[src/bse_pkg.sv]
// Functional notes
// - Report first and last interrupted and free beam numbers each cycle.
// - Report per-beam area status bits and trigger input/output levels.
// - With a hold time set, keep stored results for that hold time.
// - During hold, keep minima and maxima of all six results.
// - Blanked beams never count; beam numbers stay unchanged.
// - Teach with blanking enabled replaces blanking mask by interrupted beams.
// - Teach with no interrupted beam leaves an empty blanking mask.
// - Zero blanking areas disables blanking; software should teach again.
// - Interrupted beam counts only inside a run reaching the smoothing value.
// - Smoothing one lets every interrupted beam count.
// - Smoothing two drops isolated single interrupted beams.
// - Smoothing three reports nothing unless three adjacent beams are interrupted.
// - Smoothing accepts 1 to 255; zero is raised to one.
// - Inverted smoothing reports inner free runs only when long enough.
// - A control bit selects internal or external trigger.
// - Measurement starts after this curtain's own offset from the trigger.
// - Internal master generates trigger pulses on its own, continuously.
// - Slaves start measuring from the master pulse on their input.
// - A free beam is a one in the beam state bit.
// - Reversed counting direction mirrors all first and last results.
package bse_pkg;
    localparam int NB = 32;
    localparam logic [7:0] A_CTRL = 8'h00;
    localparam logic [7:0] A_SMOOTH = 8'h04;
    localparam logic [7:0] A_HOLD = 8'h08;
    localparam logic [7:0] A_OFFSET = 8'h0c;
    localparam logic [7:0] A_PERIOD = 8'h10;
    localparam logic [7:0] A_BCNT = 8'h14;
    localparam logic [7:0] A_BMASK = 8'h18;
    localparam logic [7:0] A_STATUS = 8'h1c;
    localparam logic [7:0] A_AREA = 8'h20;
    localparam logic [7:0] A_RES0 = 8'h24;
    localparam logic [7:0] A_RAW = 8'h3c;
    localparam int CTRL_EXT = 0;
    localparam int CTRL_MASTER = 1;
    localparam int CTRL_REV = 2;
    localparam int CTRL_INV = 3;
    localparam int CTRL_TEACH = 4;
    localparam int RES_MAX_LSB = 16;
    localparam logic [7:0] SMOOTH_RST = 8'h01;
    localparam logic [15:0] PERIOD_RST = 16'h03e8;
    localparam int CLK_PERIOD_NS = 10;
    localparam int US_NS = 1000;
    localparam int MS_NS = 1000000;
    localparam int US_CYC = (US_NS + CLK_PERIOD_NS - 1) / CLK_PERIOD_NS;
    localparam int MS_CYC = MS_NS / CLK_PERIOD_NS;
    typedef enum {ST_IDLE, ST_DELAY, ST_SCAN1, ST_SCAN2, ST_PUB} bse_fsm_t;
    typedef struct packed {
        bse_fsm_t         fsm;
        logic             hready;
        logic [31:0]      hrdata;
        logic             wr_pend;
        logic             rd_pend;
        logic [7:0]       addr;
        logic             ext;
        logic             master;
        logic             rev;
        logic             inv;
        logic             teach;
        logic [7:0]       smooth;
        logic [15:0]      hold;
        logic [15:0]      offset;
        logic [15:0]      period;
        logic [5:0]       bcnt;
        logic [31:0]      bmask;
        logic             trig_prev;
        logic             trig_out;
        logic [6:0]       us_div;
        logic [16:0]      ms_div;
        logic [15:0]      per_cnt;
        logic [15:0]      dly_cnt;
        logic [15:0]      hold_cnt;
        logic [31:0]      raw;
        logic [31:0]      wk;
        logic [31:0]      blk;
        logic [5:0]       idx;
        logic [7:0]       run_len;
        logic [4:0]       run_st;
        logic [31:0]      area;
        logic [5:0][5:0]  rmax;
        logic [5:0][5:0]  rmin;
        logic             done;
    } bse_state_t;
endpackage

[src/bse_beam_state_evaluator.sv]
// The implementer's own choices: the AHB-Lite interface to the registers and the register offsets.
`timescale 1ns/10ps
module bse_beam_state_evaluator
#(
    parameter int MS_CYCLES = bse_pkg::MS_CYC
)
(
    // Clock and reset
    input  wire logic        i_sys_clk,
    input  wire logic        i_rst,
    // AHB-Lite slave
    input  wire logic        i_hsel,
    input  wire logic [31:0] i_haddr,
    input  wire logic [1:0]  i_htrans,
    input  wire logic        i_hwrite,
    input  wire logic [2:0]  i_hsize,
    input  wire logic [31:0] i_hwdata,
    input  wire logic        i_hready,
    output logic      [31:0] o_hrdata,
    output logic             o_hreadyout,
    output logic             o_hresp,
    // Beam states and trigger pins
    input  wire logic [31:0] i_beam_free,
    input  wire logic        i_trig_in,
    output logic             o_trig_out,
    output logic             o_meas_done,
    output logic      [31:0] o_area
);
    import bse_pkg::*;

    bse_state_t st_r;
    bse_state_t st_nxt;
    logic [31:0] beff;
    logic        us_tick;
    logic        trig_rise;
    logic        own_pulse;

    function automatic logic [31:0] range_mask(input logic [5:0] lo, input logic [5:0] hi);
        logic [31:0] m;
        m = '0;
        for (int i = 0; i < NB; i++)
        begin
            m[i] = (6'(i) >= lo) && (6'(i) <= hi);
        end
        return m;
    endfunction

    function automatic logic [5:0] first_one(input logic [31:0] v);
        logic [5:0] f;
        f = '0;
        for (int i = NB - 1; i >= 0; i--)
        begin
            if (v[i])
            begin
                f = 6'(i + 1);
            end
        end
        return f;
    endfunction

    function automatic logic [5:0] last_one(input logic [31:0] v);
        logic [5:0] f;
        f = '0;
        for (int i = 0; i < NB; i++)
        begin
            if (v[i])
            begin
                f = 6'(i + 1);
            end
        end
        return f;
    endfunction

    function automatic logic [5:0] popcnt(input logic [31:0] v);
        logic [5:0] c;
        c = '0;
        for (int i = 0; i < NB; i++)
        begin
            c = c + 6'(v[i]);
        end
        return c;
    endfunction

    // Free beams lying strictly inside the span of interrupted ones
    function automatic logic [31:0] inner_free(input logic [31:0] b, input logic [31:0] k);
        logic [5:0] lo;
        logic [5:0] hi;
        lo = first_one(b);
        hi = last_one(b);
        if (lo == 6'h00)
        begin
            return '0;
        end
        return ~b & ~k & range_mask(lo - 6'h01, hi - 6'h01);
    endfunction

    assign beff      = (st_r.bcnt != 6'h00) ? st_r.bmask : '0;
    assign us_tick   = (st_r.us_div == 7'(US_CYC - 1));
    assign trig_rise = i_trig_in && !st_r.trig_prev;
    assign own_pulse = !st_r.ext && st_r.master && us_tick
                       && (st_r.per_cnt == 16'h0000);

    always_comb
    begin
        logic        start;
        logic        bitv;
        logic [7:0]  thr;
        logic [31:0] clr;
        logic [5:0]  res [6];
        logic [31:0] rd;
        logic [31:0] mir;
        start = 1'b0;
        bitv  = 1'b0;
        thr   = '0;
        clr   = '0;
        rd    = '0;
        mir   = {<<{i_beam_free}};
        for (int i = 0; i < 6; i++)
        begin
            res[i] = '0;
        end
        st_nxt      = st_r;
        st_nxt.done = 1'b0;
        st_nxt.trig_prev = i_trig_in;
        st_nxt.us_div = us_tick ? '0 : st_r.us_div + 7'h01;
        st_nxt.ms_div = (st_r.ms_div == 17'(MS_CYCLES - 1)) ? '0 : st_r.ms_div + 17'h00001;
        if (st_r.ms_div == 17'(MS_CYCLES - 1) && st_r.hold_cnt != 16'h0000)
        begin
            st_nxt.hold_cnt = st_r.hold_cnt - 16'h0001;
        end
        // Master pulse lasts one microsecond; the period restarts as the pulse begins
        if (us_tick)
        begin
            st_nxt.trig_out = own_pulse;
            st_nxt.per_cnt  = (st_r.per_cnt == 16'h0000) ? st_r.period - 16'h0001
                                                         : st_r.per_cnt - 16'h0001;
        end
        // Period count parks at zero until master is enabled, so a new period
        // takes effect at once instead of after the old count runs out
        if (st_r.ext || !st_r.master)
        begin
            st_nxt.trig_out = 1'b0;
            st_nxt.per_cnt  = '0;
        end
        start = (!st_r.ext && st_r.master) ? own_pulse : trig_rise;
        case (st_r.fsm)
            ST_IDLE:
            begin
                // Triggers while a measurement runs are ignored
                if (start)
                begin
                    st_nxt.fsm     = ST_DELAY;
                    st_nxt.dly_cnt = st_r.offset;
                end
            end
            ST_DELAY:
            begin
                if (st_r.dly_cnt == 16'h0000)
                begin
                    st_nxt.raw = st_r.rev ? mir : i_beam_free;
                    st_nxt.wk  = ~st_nxt.raw & ~beff;
                    st_nxt.idx = '0;
                    st_nxt.run_len = '0;
                    st_nxt.fsm = ST_SCAN1;
                end
                else if (us_tick)
                begin
                    st_nxt.dly_cnt = st_r.dly_cnt - 16'h0001;
                end
            end
            ST_SCAN1, ST_SCAN2:
            begin
                // Serial scan keeps area small; one beam per clock
                thr  = (st_r.fsm == ST_SCAN1 && st_r.inv) ? 8'h01 : st_r.smooth;
                bitv = (st_r.idx != 6'(NB)) && st_r.wk[st_r.idx[4:0]];
                if (bitv)
                begin
                    if (st_r.run_len == 8'h00)
                    begin
                        st_nxt.run_st = st_r.idx[4:0];
                    end
                    if (st_r.run_len != 8'hff)
                    begin
                        st_nxt.run_len = st_r.run_len + 8'h01;
                    end
                end
                else
                begin
                    if (st_r.run_len != 8'h00 && st_r.run_len < thr)
                    begin
                        clr = range_mask({1'b0, st_r.run_st}, st_r.idx - 6'h01);
                        st_nxt.wk = st_r.wk & ~clr;
                    end
                    st_nxt.run_len = '0;
                end
                st_nxt.idx = st_r.idx + 6'h01;
                if (st_r.idx == 6'(NB))
                begin
                    st_nxt.idx = '0;
                    if (st_r.fsm == ST_SCAN1)
                    begin
                        st_nxt.blk = st_nxt.wk;
                        st_nxt.wk  = inner_free(st_nxt.wk, beff);
                        st_nxt.fsm = st_r.inv ? ST_SCAN2 : ST_PUB;
                    end
                    else
                    begin
                        // Short inner gaps are not reported as free
                        st_nxt.blk = st_r.blk | (inner_free(st_r.blk, beff) & ~st_nxt.wk);
                        st_nxt.fsm = ST_PUB;
                    end
                end
            end
            ST_PUB:
            begin
                clr    = ~st_r.blk & ~beff;
                res[0] = first_one(st_r.blk);
                res[1] = last_one(st_r.blk);
                res[2] = first_one(clr);
                res[3] = last_one(clr);
                res[4] = popcnt(st_r.blk);
                res[5] = popcnt(clr);
                st_nxt.area = st_r.blk;
                for (int i = 0; i < 6; i++)
                begin
                    if (st_r.hold_cnt == 16'h0000)
                    begin
                        st_nxt.rmax[i] = res[i];
                        st_nxt.rmin[i] = res[i];
                    end
                    else
                    begin
                        st_nxt.rmax[i] = (res[i] > st_r.rmax[i]) ? res[i] : st_r.rmax[i];
                        st_nxt.rmin[i] = (res[i] < st_r.rmin[i]) ? res[i] : st_r.rmin[i];
                    end
                end
                if (st_r.hold_cnt == 16'h0000)
                begin
                    st_nxt.hold_cnt = st_r.hold;
                end
                if (st_r.teach)
                begin
                    if (st_r.bcnt != 6'h00)
                    begin
                        st_nxt.bmask = ~st_r.raw;
                    end
                    st_nxt.teach = 1'b0;
                end
                st_nxt.done = 1'b1;
                st_nxt.fsm  = ST_IDLE;
            end
            default:
            begin
                st_nxt.fsm = ST_IDLE;
            end
        endcase
        // Bus write lands after the engine so a teach request is never lost
        if (st_r.wr_pend)
        begin
            case (st_r.addr)
                A_CTRL:
                begin
                    st_nxt.ext    = i_hwdata[CTRL_EXT];
                    st_nxt.master = i_hwdata[CTRL_MASTER];
                    st_nxt.rev    = i_hwdata[CTRL_REV];
                    st_nxt.inv    = i_hwdata[CTRL_INV];
                    if (i_hwdata[CTRL_TEACH])
                    begin
                        st_nxt.teach = 1'b1;
                    end
                end
                A_SMOOTH: st_nxt.smooth = (i_hwdata[7:0] == 8'h00) ? 8'h01 : i_hwdata[7:0];
                A_HOLD:   st_nxt.hold = i_hwdata[15:0];
                A_OFFSET: st_nxt.offset = i_hwdata[15:0];
                A_PERIOD: st_nxt.period = (i_hwdata[15:0] == 16'h0000) ? 16'h0001 : i_hwdata[15:0];
                A_BCNT:   st_nxt.bcnt = i_hwdata[5:0];
                A_BMASK:  st_nxt.bmask = i_hwdata;
                default:  st_nxt.bcnt = st_nxt.bcnt;
            endcase
        end
        case (st_r.addr)
            A_CTRL:   rd = {27'h0, st_r.teach, st_r.inv, st_r.rev, st_r.master, st_r.ext};
            A_SMOOTH: rd = {24'h0, st_r.smooth};
            A_HOLD:   rd = {16'h0, st_r.hold};
            A_OFFSET: rd = {16'h0, st_r.offset};
            A_PERIOD: rd = {16'h0, st_r.period};
            A_BCNT:   rd = {26'h0, st_r.bcnt};
            A_BMASK:  rd = st_r.bmask;
            A_STATUS: rd = {28'h0, st_r.trig_out, st_r.trig_prev, st_r.teach,
                            st_r.fsm != ST_IDLE};
            A_AREA:   rd = st_r.area;
            A_RAW:    rd = st_r.raw;
            default:  rd = '0;
        endcase
        for (int i = 0; i < 6; i++)
        begin
            if (st_r.addr == A_RES0 + 8'(4 * i))
            begin
                rd = '0;
                rd[RES_MAX_LSB +: 6] = st_r.rmax[i];
                rd[5:0] = st_r.rmin[i];
            end
        end
        // Reads take one wait state so a write just before is seen
        st_nxt.hready = 1'b1;
        if (st_r.rd_pend)
        begin
            st_nxt.hrdata = rd;
        end
        st_nxt.wr_pend = i_hsel && i_htrans[1] && i_hready && i_hwrite;
        st_nxt.rd_pend = i_hsel && i_htrans[1] && i_hready && !i_hwrite;
        if (i_hsel && i_htrans[1] && i_hready)
        begin
            st_nxt.addr = {i_haddr[7:2], 2'b00};
            st_nxt.hready = i_hwrite;
        end
    end

    always_ff @(posedge i_sys_clk)
    begin
        if (i_rst)
        begin
            st_r        <= '0;
            st_r.fsm    <= ST_IDLE;
            st_r.hready <= 1'b1;
            st_r.smooth <= SMOOTH_RST;
            st_r.period <= PERIOD_RST;
        end
        else
        begin
            st_r <= st_nxt;
        end
    end

    assign o_hrdata    = st_r.hrdata;
    assign o_hreadyout = st_r.hready;
    assign o_hresp     = 1'b0;
    assign o_trig_out  = st_r.trig_out;
    assign o_meas_done = st_r.done;
    assign o_area      = st_r.area;
endmodule

[config.mk]
export PLATFORM = sky130hd
export DESIGN_NAME = bse_beam_state_evaluator
export DESIGN_NICKNAME = d
export VERILOG_FILES = /design/src/bse_pkg.sv /design/src/bse_beam_state_evaluator.sv
export SDC_FILE = /design/constraint.sdc
export NUM_CORES = 2
export LEC_CHECK = 0
export BUFFER_PORTS_ARGS = -buffer_cell sky130_fd_sc_hd__buf_2
export CAP_MARGIN = 20
export CORE_MARGIN = 2
export CORE_UTILIZATION = 45
export CTS_CLUSTER_SIZE = 25
export DETAILED_ROUTE_END_ITERATION = 16
export PLACE_DENSITY = 0.62
export SLEW_MARGIN = 20
export SYNTH_ARGS = -nofsm -noshare
export SYNTH_HDL_FRONTEND = slang
export SYNTH_SLANG_ARGS = --single-unit
[constraint.sdc]
create_clock -name i_sys_clk -period 8.5 [get_ports i_sys_clk]
set_clock_uncertainty 0.05 [all_clocks]
set_input_delay 0.425 -clock i_sys_clk [delete_from_list [all_inputs] [get_ports i_sys_clk]]
set_output_delay 0.425 -clock i_sys_clk [all_outputs]
set_load 0.01 [all_outputs]
Yosys cells after proc, flatten, opt, wreduce, memory -nomap -nowiden
Cells that the tools add are included.

Add/sub/neg operators: 75. Order comparisons: 205. Equality and inequality tests: 31. Muxes and demuxes: 302. Bitwise operators: 15. Reductions and logical operators: 170.

Operator list (number): 6-bit 2-to-1 mux (229); 32-bit 2-to-1 mux (28); 32-bit one-hot mux with 10 select lines (1); 6-bit by 1-bit adder with 6-bit output (52); 5-bit by 6-bit <= comparator with 1-bit output (first input constant) (48); 32-bit bitwise AND (7); 5-bit by 6-bit greater-or-equal comparator with 1-bit output (first input constant) (32); 32-bit NOT (6); 16-bit 2-to-1 mux (11); 4-bit by 6-bit <= comparator with 1-bit output (first input constant) (24); 1-bit logical AND (107); 4-bit by 6-bit greater-or-equal comparator with 1-bit output (first input constant) (16); 32-bit one-hot mux with 3 select lines (1); 95-bit 2-to-1 mux (1); 5-bit greater-or-equal comparator (first input constant) (15); 3-bit by 6-bit <= comparator with 1-bit output (first input constant) (12); 70-bit 2-to-1 mux (1); 32-bit by 2-bit equality test with 1-bit output (second input constant) (2); 32-bit by 3-bit equality test with 1-bit output (second input constant) (2); 16-bit zero test (4); 32-bit one-hot mux with 2 select lines (1); 16-bit by 1-bit subtractor with 16-bit output (second input constant) (4); 6-bit by 4-bit equality test with 1-bit output (second input constant) (8); 3-bit by 6-bit greater-or-equal comparator with 1-bit output (first input constant) (8); 57 further kinds (178).

Register bits after elaboration: 466. Bits of input ports: 107. Word-level logic and storage cells: 842.

Depth between registers and ports, before layout
Word-level depth: 52. Mapped depth: 30. Depth with buffers taken out: 27.

Worst setup path after synthesis
No wires, ideal clock.

Path kind: reg2reg. Start: reg st_r[331] (netlist name). End: reg st_r[68] (netlist name). Arrival: 7.004 ns. Setup slack: 1.318 ns. Cell stages (with the launch flop): 30. Path buffers: 4. Clock period less this slack: 7.182 ns. Path through: dfxtp_1 > nor4_1 > nand2_1 > clkbuf_1 > buf_1 > clkbuf_1 > a21oi_1 > fa_1 > inv_1 > fa_1 > fa_1 > fa_1 > fa_1 > fa_1 > inv_1 > ha_1 > fa_1 > a21o_1 > a21oi_1 > xnor2_1 > ha_1 > a21o_1 > a21oi_1 > o21ai_0 > o21ai_0 > a21oi_1 > clkbuf_1 > nor2_1 > a21oi_1 > nor2_1.

Word-level cells in the longest chain between the ends: 38. Elaborated cells on any way between the ends: 40. Those cells by class: 31 x add/sub; 1 x order compare; 3 x mux; 2 x bitwise; 3 x reduce/logical.

RTL lines: from (decl) (RTL line bse_beam_state_evaluator.sv:31) `bse_state_t st_r;`; from (signal assigned) (RTL line bse_beam_state_evaluator.sv:331) `st_r <= st_nxt;`; 6-bit nonzero test * (RTL line bse_beam_state_evaluator.sv:97) `assign beff = (st_r.bcnt != 6'h00) ? st_r.bmask : '0;`; 32-bit 2-to-1 mux * (RTL line bse_beam_state_evaluator.sv:97); 32-bit NOT * (RTL line bse_beam_state_evaluator.sv:216) `clr = ~st_r.blk & ~beff;`; 32-bit bitwise AND * (RTL line bse_beam_state_evaluator.sv:216); 1-bit by 1-bit adder with 2-bit output (RTL line bse_beam_state_evaluator.sv:79) `c = c + 6'(v[i]);`; 2-bit by 1-bit adder with 3-bit output (RTL line bse_beam_state_evaluator.sv:79); 3-bit by 1-bit adder with 4-bit output (RTL line bse_beam_state_evaluator.sv:79); 4-bit by 1-bit adder with 5-bit output (RTL line bse_beam_state_evaluator.sv:79); 5-bit by 1-bit adder with 6-bit output (RTL line bse_beam_state_evaluator.sv:79); 6-bit by 1-bit adder with 6-bit output (25 in a row) (RTL line bse_beam_state_evaluator.sv:79); 6-bit by 1-bit adder with 6-bit output * (RTL line bse_beam_state_evaluator.sv:79); 6-bit greater-than comparator (RTL line bse_beam_state_evaluator.sv:233) `st_nxt.rmax[i] = (res[i] > st_r.rmax[i]) ? res[i] : st_r.rmax[i];`; 2-bit nonzero test (no source line); 2-bit AND reduction (no source line).

Every way passes the cells marked *; elsewhere a longest branch is shown, timed or not. The select of a mux whose other input is x is not followed. A chain may end at the register's enable or synchronous reset.

Final worst setup path
Start: reg st_r[331] (netlist name). End: reg st_r[32] (netlist name).

Word-level cells in the longest chain between the ends: 38. Elaborated cells on any way between the ends: 40. Those cells by class: 31 x add/sub; 1 x order compare; 3 x mux; 2 x bitwise; 3 x reduce/logical.

RTL lines: 6-bit nonzero test * (RTL line bse_beam_state_evaluator.sv:97); 32-bit 2-to-1 mux * (RTL line bse_beam_state_evaluator.sv:97); 32-bit NOT * (RTL line bse_beam_state_evaluator.sv:216); 32-bit bitwise AND * (RTL line bse_beam_state_evaluator.sv:216); 1-bit by 1-bit adder with 2-bit output (RTL line bse_beam_state_evaluator.sv:79); 2-bit by 1-bit adder with 3-bit output (RTL line bse_beam_state_evaluator.sv:79); 3-bit by 1-bit adder with 4-bit output (RTL line bse_beam_state_evaluator.sv:79); 4-bit by 1-bit adder with 5-bit output (RTL line bse_beam_state_evaluator.sv:79); 5-bit by 1-bit adder with 6-bit output (RTL line bse_beam_state_evaluator.sv:79); 6-bit by 1-bit adder with 6-bit output (25 in a row) (RTL line bse_beam_state_evaluator.sv:79); 6-bit by 1-bit adder with 6-bit output * (RTL line bse_beam_state_evaluator.sv:79); 6-bit less-than comparator (RTL line bse_beam_state_evaluator.sv:234) `st_nxt.rmin[i] = (res[i] < st_r.rmin[i]) ? res[i] : st_r.rmin[i];`; 2-bit nonzero test (no source line); 2-bit AND reduction (no source line).

Marks and branches as above.

==> run metrics <==
gp weighted congestion just over 1; Critical Path Source Type flip-flop; Worst Tran Pin Value 1290 ps; Synth Flop Type dfxtp_1; Final Cycle Share 90.6%; CTS tree yes; Lkg Pwr 11.9 nW; GRT Total Usage about a third; crit path max fanout 40; Layout area overhead 9.87%; HPWL after DPL between 90 and 100 mm; status finished clean; area of the multi-input gates 18,500 µm²; count of different cell masters after synthesis 109; Sink Count roughly 440; worst slack at placement around 860 ps; Nets 4,101; RR Endpoint st_r[32]; antenna violations before repair 5; sequential area share after synthesis 29.8%; die outline area ~67,000 µm²; total CTS buffers 51; post-synthesis mux area share 3.51%; DR vias/cell 6.35; ys async rst share 0%; most frequent cells in the layout 518 x nor2_1, 440 x nand2_1, 436 x dfxtp_1, 428 x a21oi_1, 186 x inv_1; Worst-Skew Late Latency between 600 and 700 ps; Worst-path clk slew 60 ps; largest family of logic cells by synthesized area compound AO/OA/AOI/OAI gates; worst hold stages 3; number of synthesized flops with an enable pin 0; worst hold path class in2reg; Final WS setup 800 ps; die outline width 259 µm; Synth Area in Compound Gates 27.3%; via count 30,000; routed wire length 122 mm; Post-CTS Setup Repair Bufs 0; worst vdd ir 512 µV; mapped cell area around 29,000 µm²; fraction of the mapped netlist area in simple logic gates 21.9%; register area 8750 µm²; fill count 6,461; htree depth 2; crit end category flip-flop; largest net degree at the start of global routing 193; Core Area around 64,000 µm²; unrepaired setup endpoints after global routing no; Placement Cell Area roughly 30,000 µm²; row cnt 93; Reg2Reg Setup Slack 800 ps; Worst Setup SP st_r[331]; #FFs+latches synth 437; worst r2r path cells 27; Final Hold Fails 0; post-synthesis adder-cell area fraction under 10%; Starting DRT DRC Count 3,990; final setup violation count 0; vias in the first global route 26,900; Finished Core Util 50.0%; post-route ant nets 0; Starting Density 45.5%; Highest Clock Rate 0.130 GHz; yosys warns 0; Port Buffer Count 143; Setup TNS 0 ps; CP arrival between 8000 and 9000 ps; crit path capture st_r[32]; total power 10.4 mW; synthesized net count 4,133; required time worst endpoint 8920 ps; Slew HR between 10% and 20%; DRT Pass-1 Iters 7; DR DRC count 0; IO Count 175; Die Height 259 µm; clk root buf clkbuf_16; RR Startpoint st_r[331]; Post-Synthesis Cells just under 4,000; kind of critical path reg2reg; Final Slew Violations 0; Final min period 7700 ps; CTS max path bufs 3; commonest non-fill, non-tap cell in the layout nor2_1; PwrDens 322 nW/µm²; share of cells above drive strength 1 10.6%; maxcap violations 0; gr ovfl total 0; first-pass GRT wire length 179 mm; post-synthesis area per instance around 7.6 µm²; xor/xnor share of the synthesized area 1.81%; average wire per standard cell 25.9 µm; post-route cell area ~32,000 µm²
[per-stage QoR]
stage               instances  hold slack, ps
floorplan                3864             382
global placement         4625             403
detailed placement       4627             409
CTS                      4725            12.5
global route             4725            48.0
finish                   4727            19.6
[repair_timing]
item,in CTS,in global routing
gates resized for setup,0,0
endpoints found under the hold margin,8,0
hold buffers,7,0
[state kept, by name, summed over array words and instances, names as in the netlist]
register,count
o_area,32
o_hrdata,32
o_hreadyout,1
o_trig_out,1
o_meas_done,1
st_r,370
[worst min path at each step]
stage	start	to	slack [ps]
2_1_floorplan	st_r[285]	st_r[285]	380
3_3_place_gp	st_r[268]	st_r[268]	400
3_5_place_dp	st_r[268]	st_r[268]	410
4_1_cts	i_hwdata[27]	st_r[321]	10
5_1_grt	i_trig_in	st_r[293]	50
6_report	i_hwdata[26]	st_r[320]	20
[where the power goes]
part	internal [mW]	total (mW)	switching, mW
combinational	1.73	5.52	3.79
clock	1.43	2.41	0.981
sequential	2.21	2.46	0.251
[final cells by class]
| cell class | count | area share [%] |
|---|---|---|
| multi-input combinational | 2921 | 57.3 |
| sequential | 437 | 27.1 |
| clock buffer | 70 | 4.58 |
| timing repair buffer | 234 | 4.44 |
| tap | 855 | 3.32 |
| inverter | 187 | 2.18 |
| clock inverter | 21 | 1.02 |
| antenna | 2 | 0.0155 |
[worst max-delay path, stage by stage (launching register included)]
cell and delay, ps:
dfxtp_1 330, nor4_1 550, nand2_2 80, buf_4 300
a21oi_1 430, inv_1 130, fa_1 490, fa_1 500
inv_1 50, fa_1 480, inv_1 60, fa_1 470
fa_1 480, fa_1 490, inv_1 40, ha_1 200
fa_1 410, xor2_1 440, ha_1 320, o21a_1 100
o21ai_0 140, nand2b_1 70, a21oi_1 150, nor2b_1 50
o21ai_0 140, nand2_1 270, mux2i_1 240, nor2_1 60
[routing by layer]
| layer | global-route usage (%) | vias up | share of wire, % |
|---|---|---|---|
| li1 | - | 13800 | - |
| met3 | 8.20 | 320 | 11 |
| met4 | 16.3 | 0 | 5.2 |
| met5 | 0 | - | 0 |
| met2 | 51.8 | 1688 | 42 |
| met1 | 48.6 | 14200 | 42 |
[cells by family after synthesis]
logic type / Yosys count
flip-flops: 437
AND/OR/NAND/NOR: 1414
XOR/XNOR: 59
other: 1
AO/OA/AOI/OAI: 1191
multiplexers: 94
buffers and inverters: 506
adder cells (fa/ha/maj): 162
[cell usage after synthesis (all sizes together), types with 86 or more instances]
cell    instances  area [µm²]
a211oi        123         923
a21oi         429        2150
buf           123         778
clkbuf        196         737
dfxtp         437        8750
ha            114        1430
inv           186         698
mux2i          86         861
nand2         446        1680
nand3          92         465
nor2          523        1970
o21ai         157         790
Power figures use the tool's default switching activity.
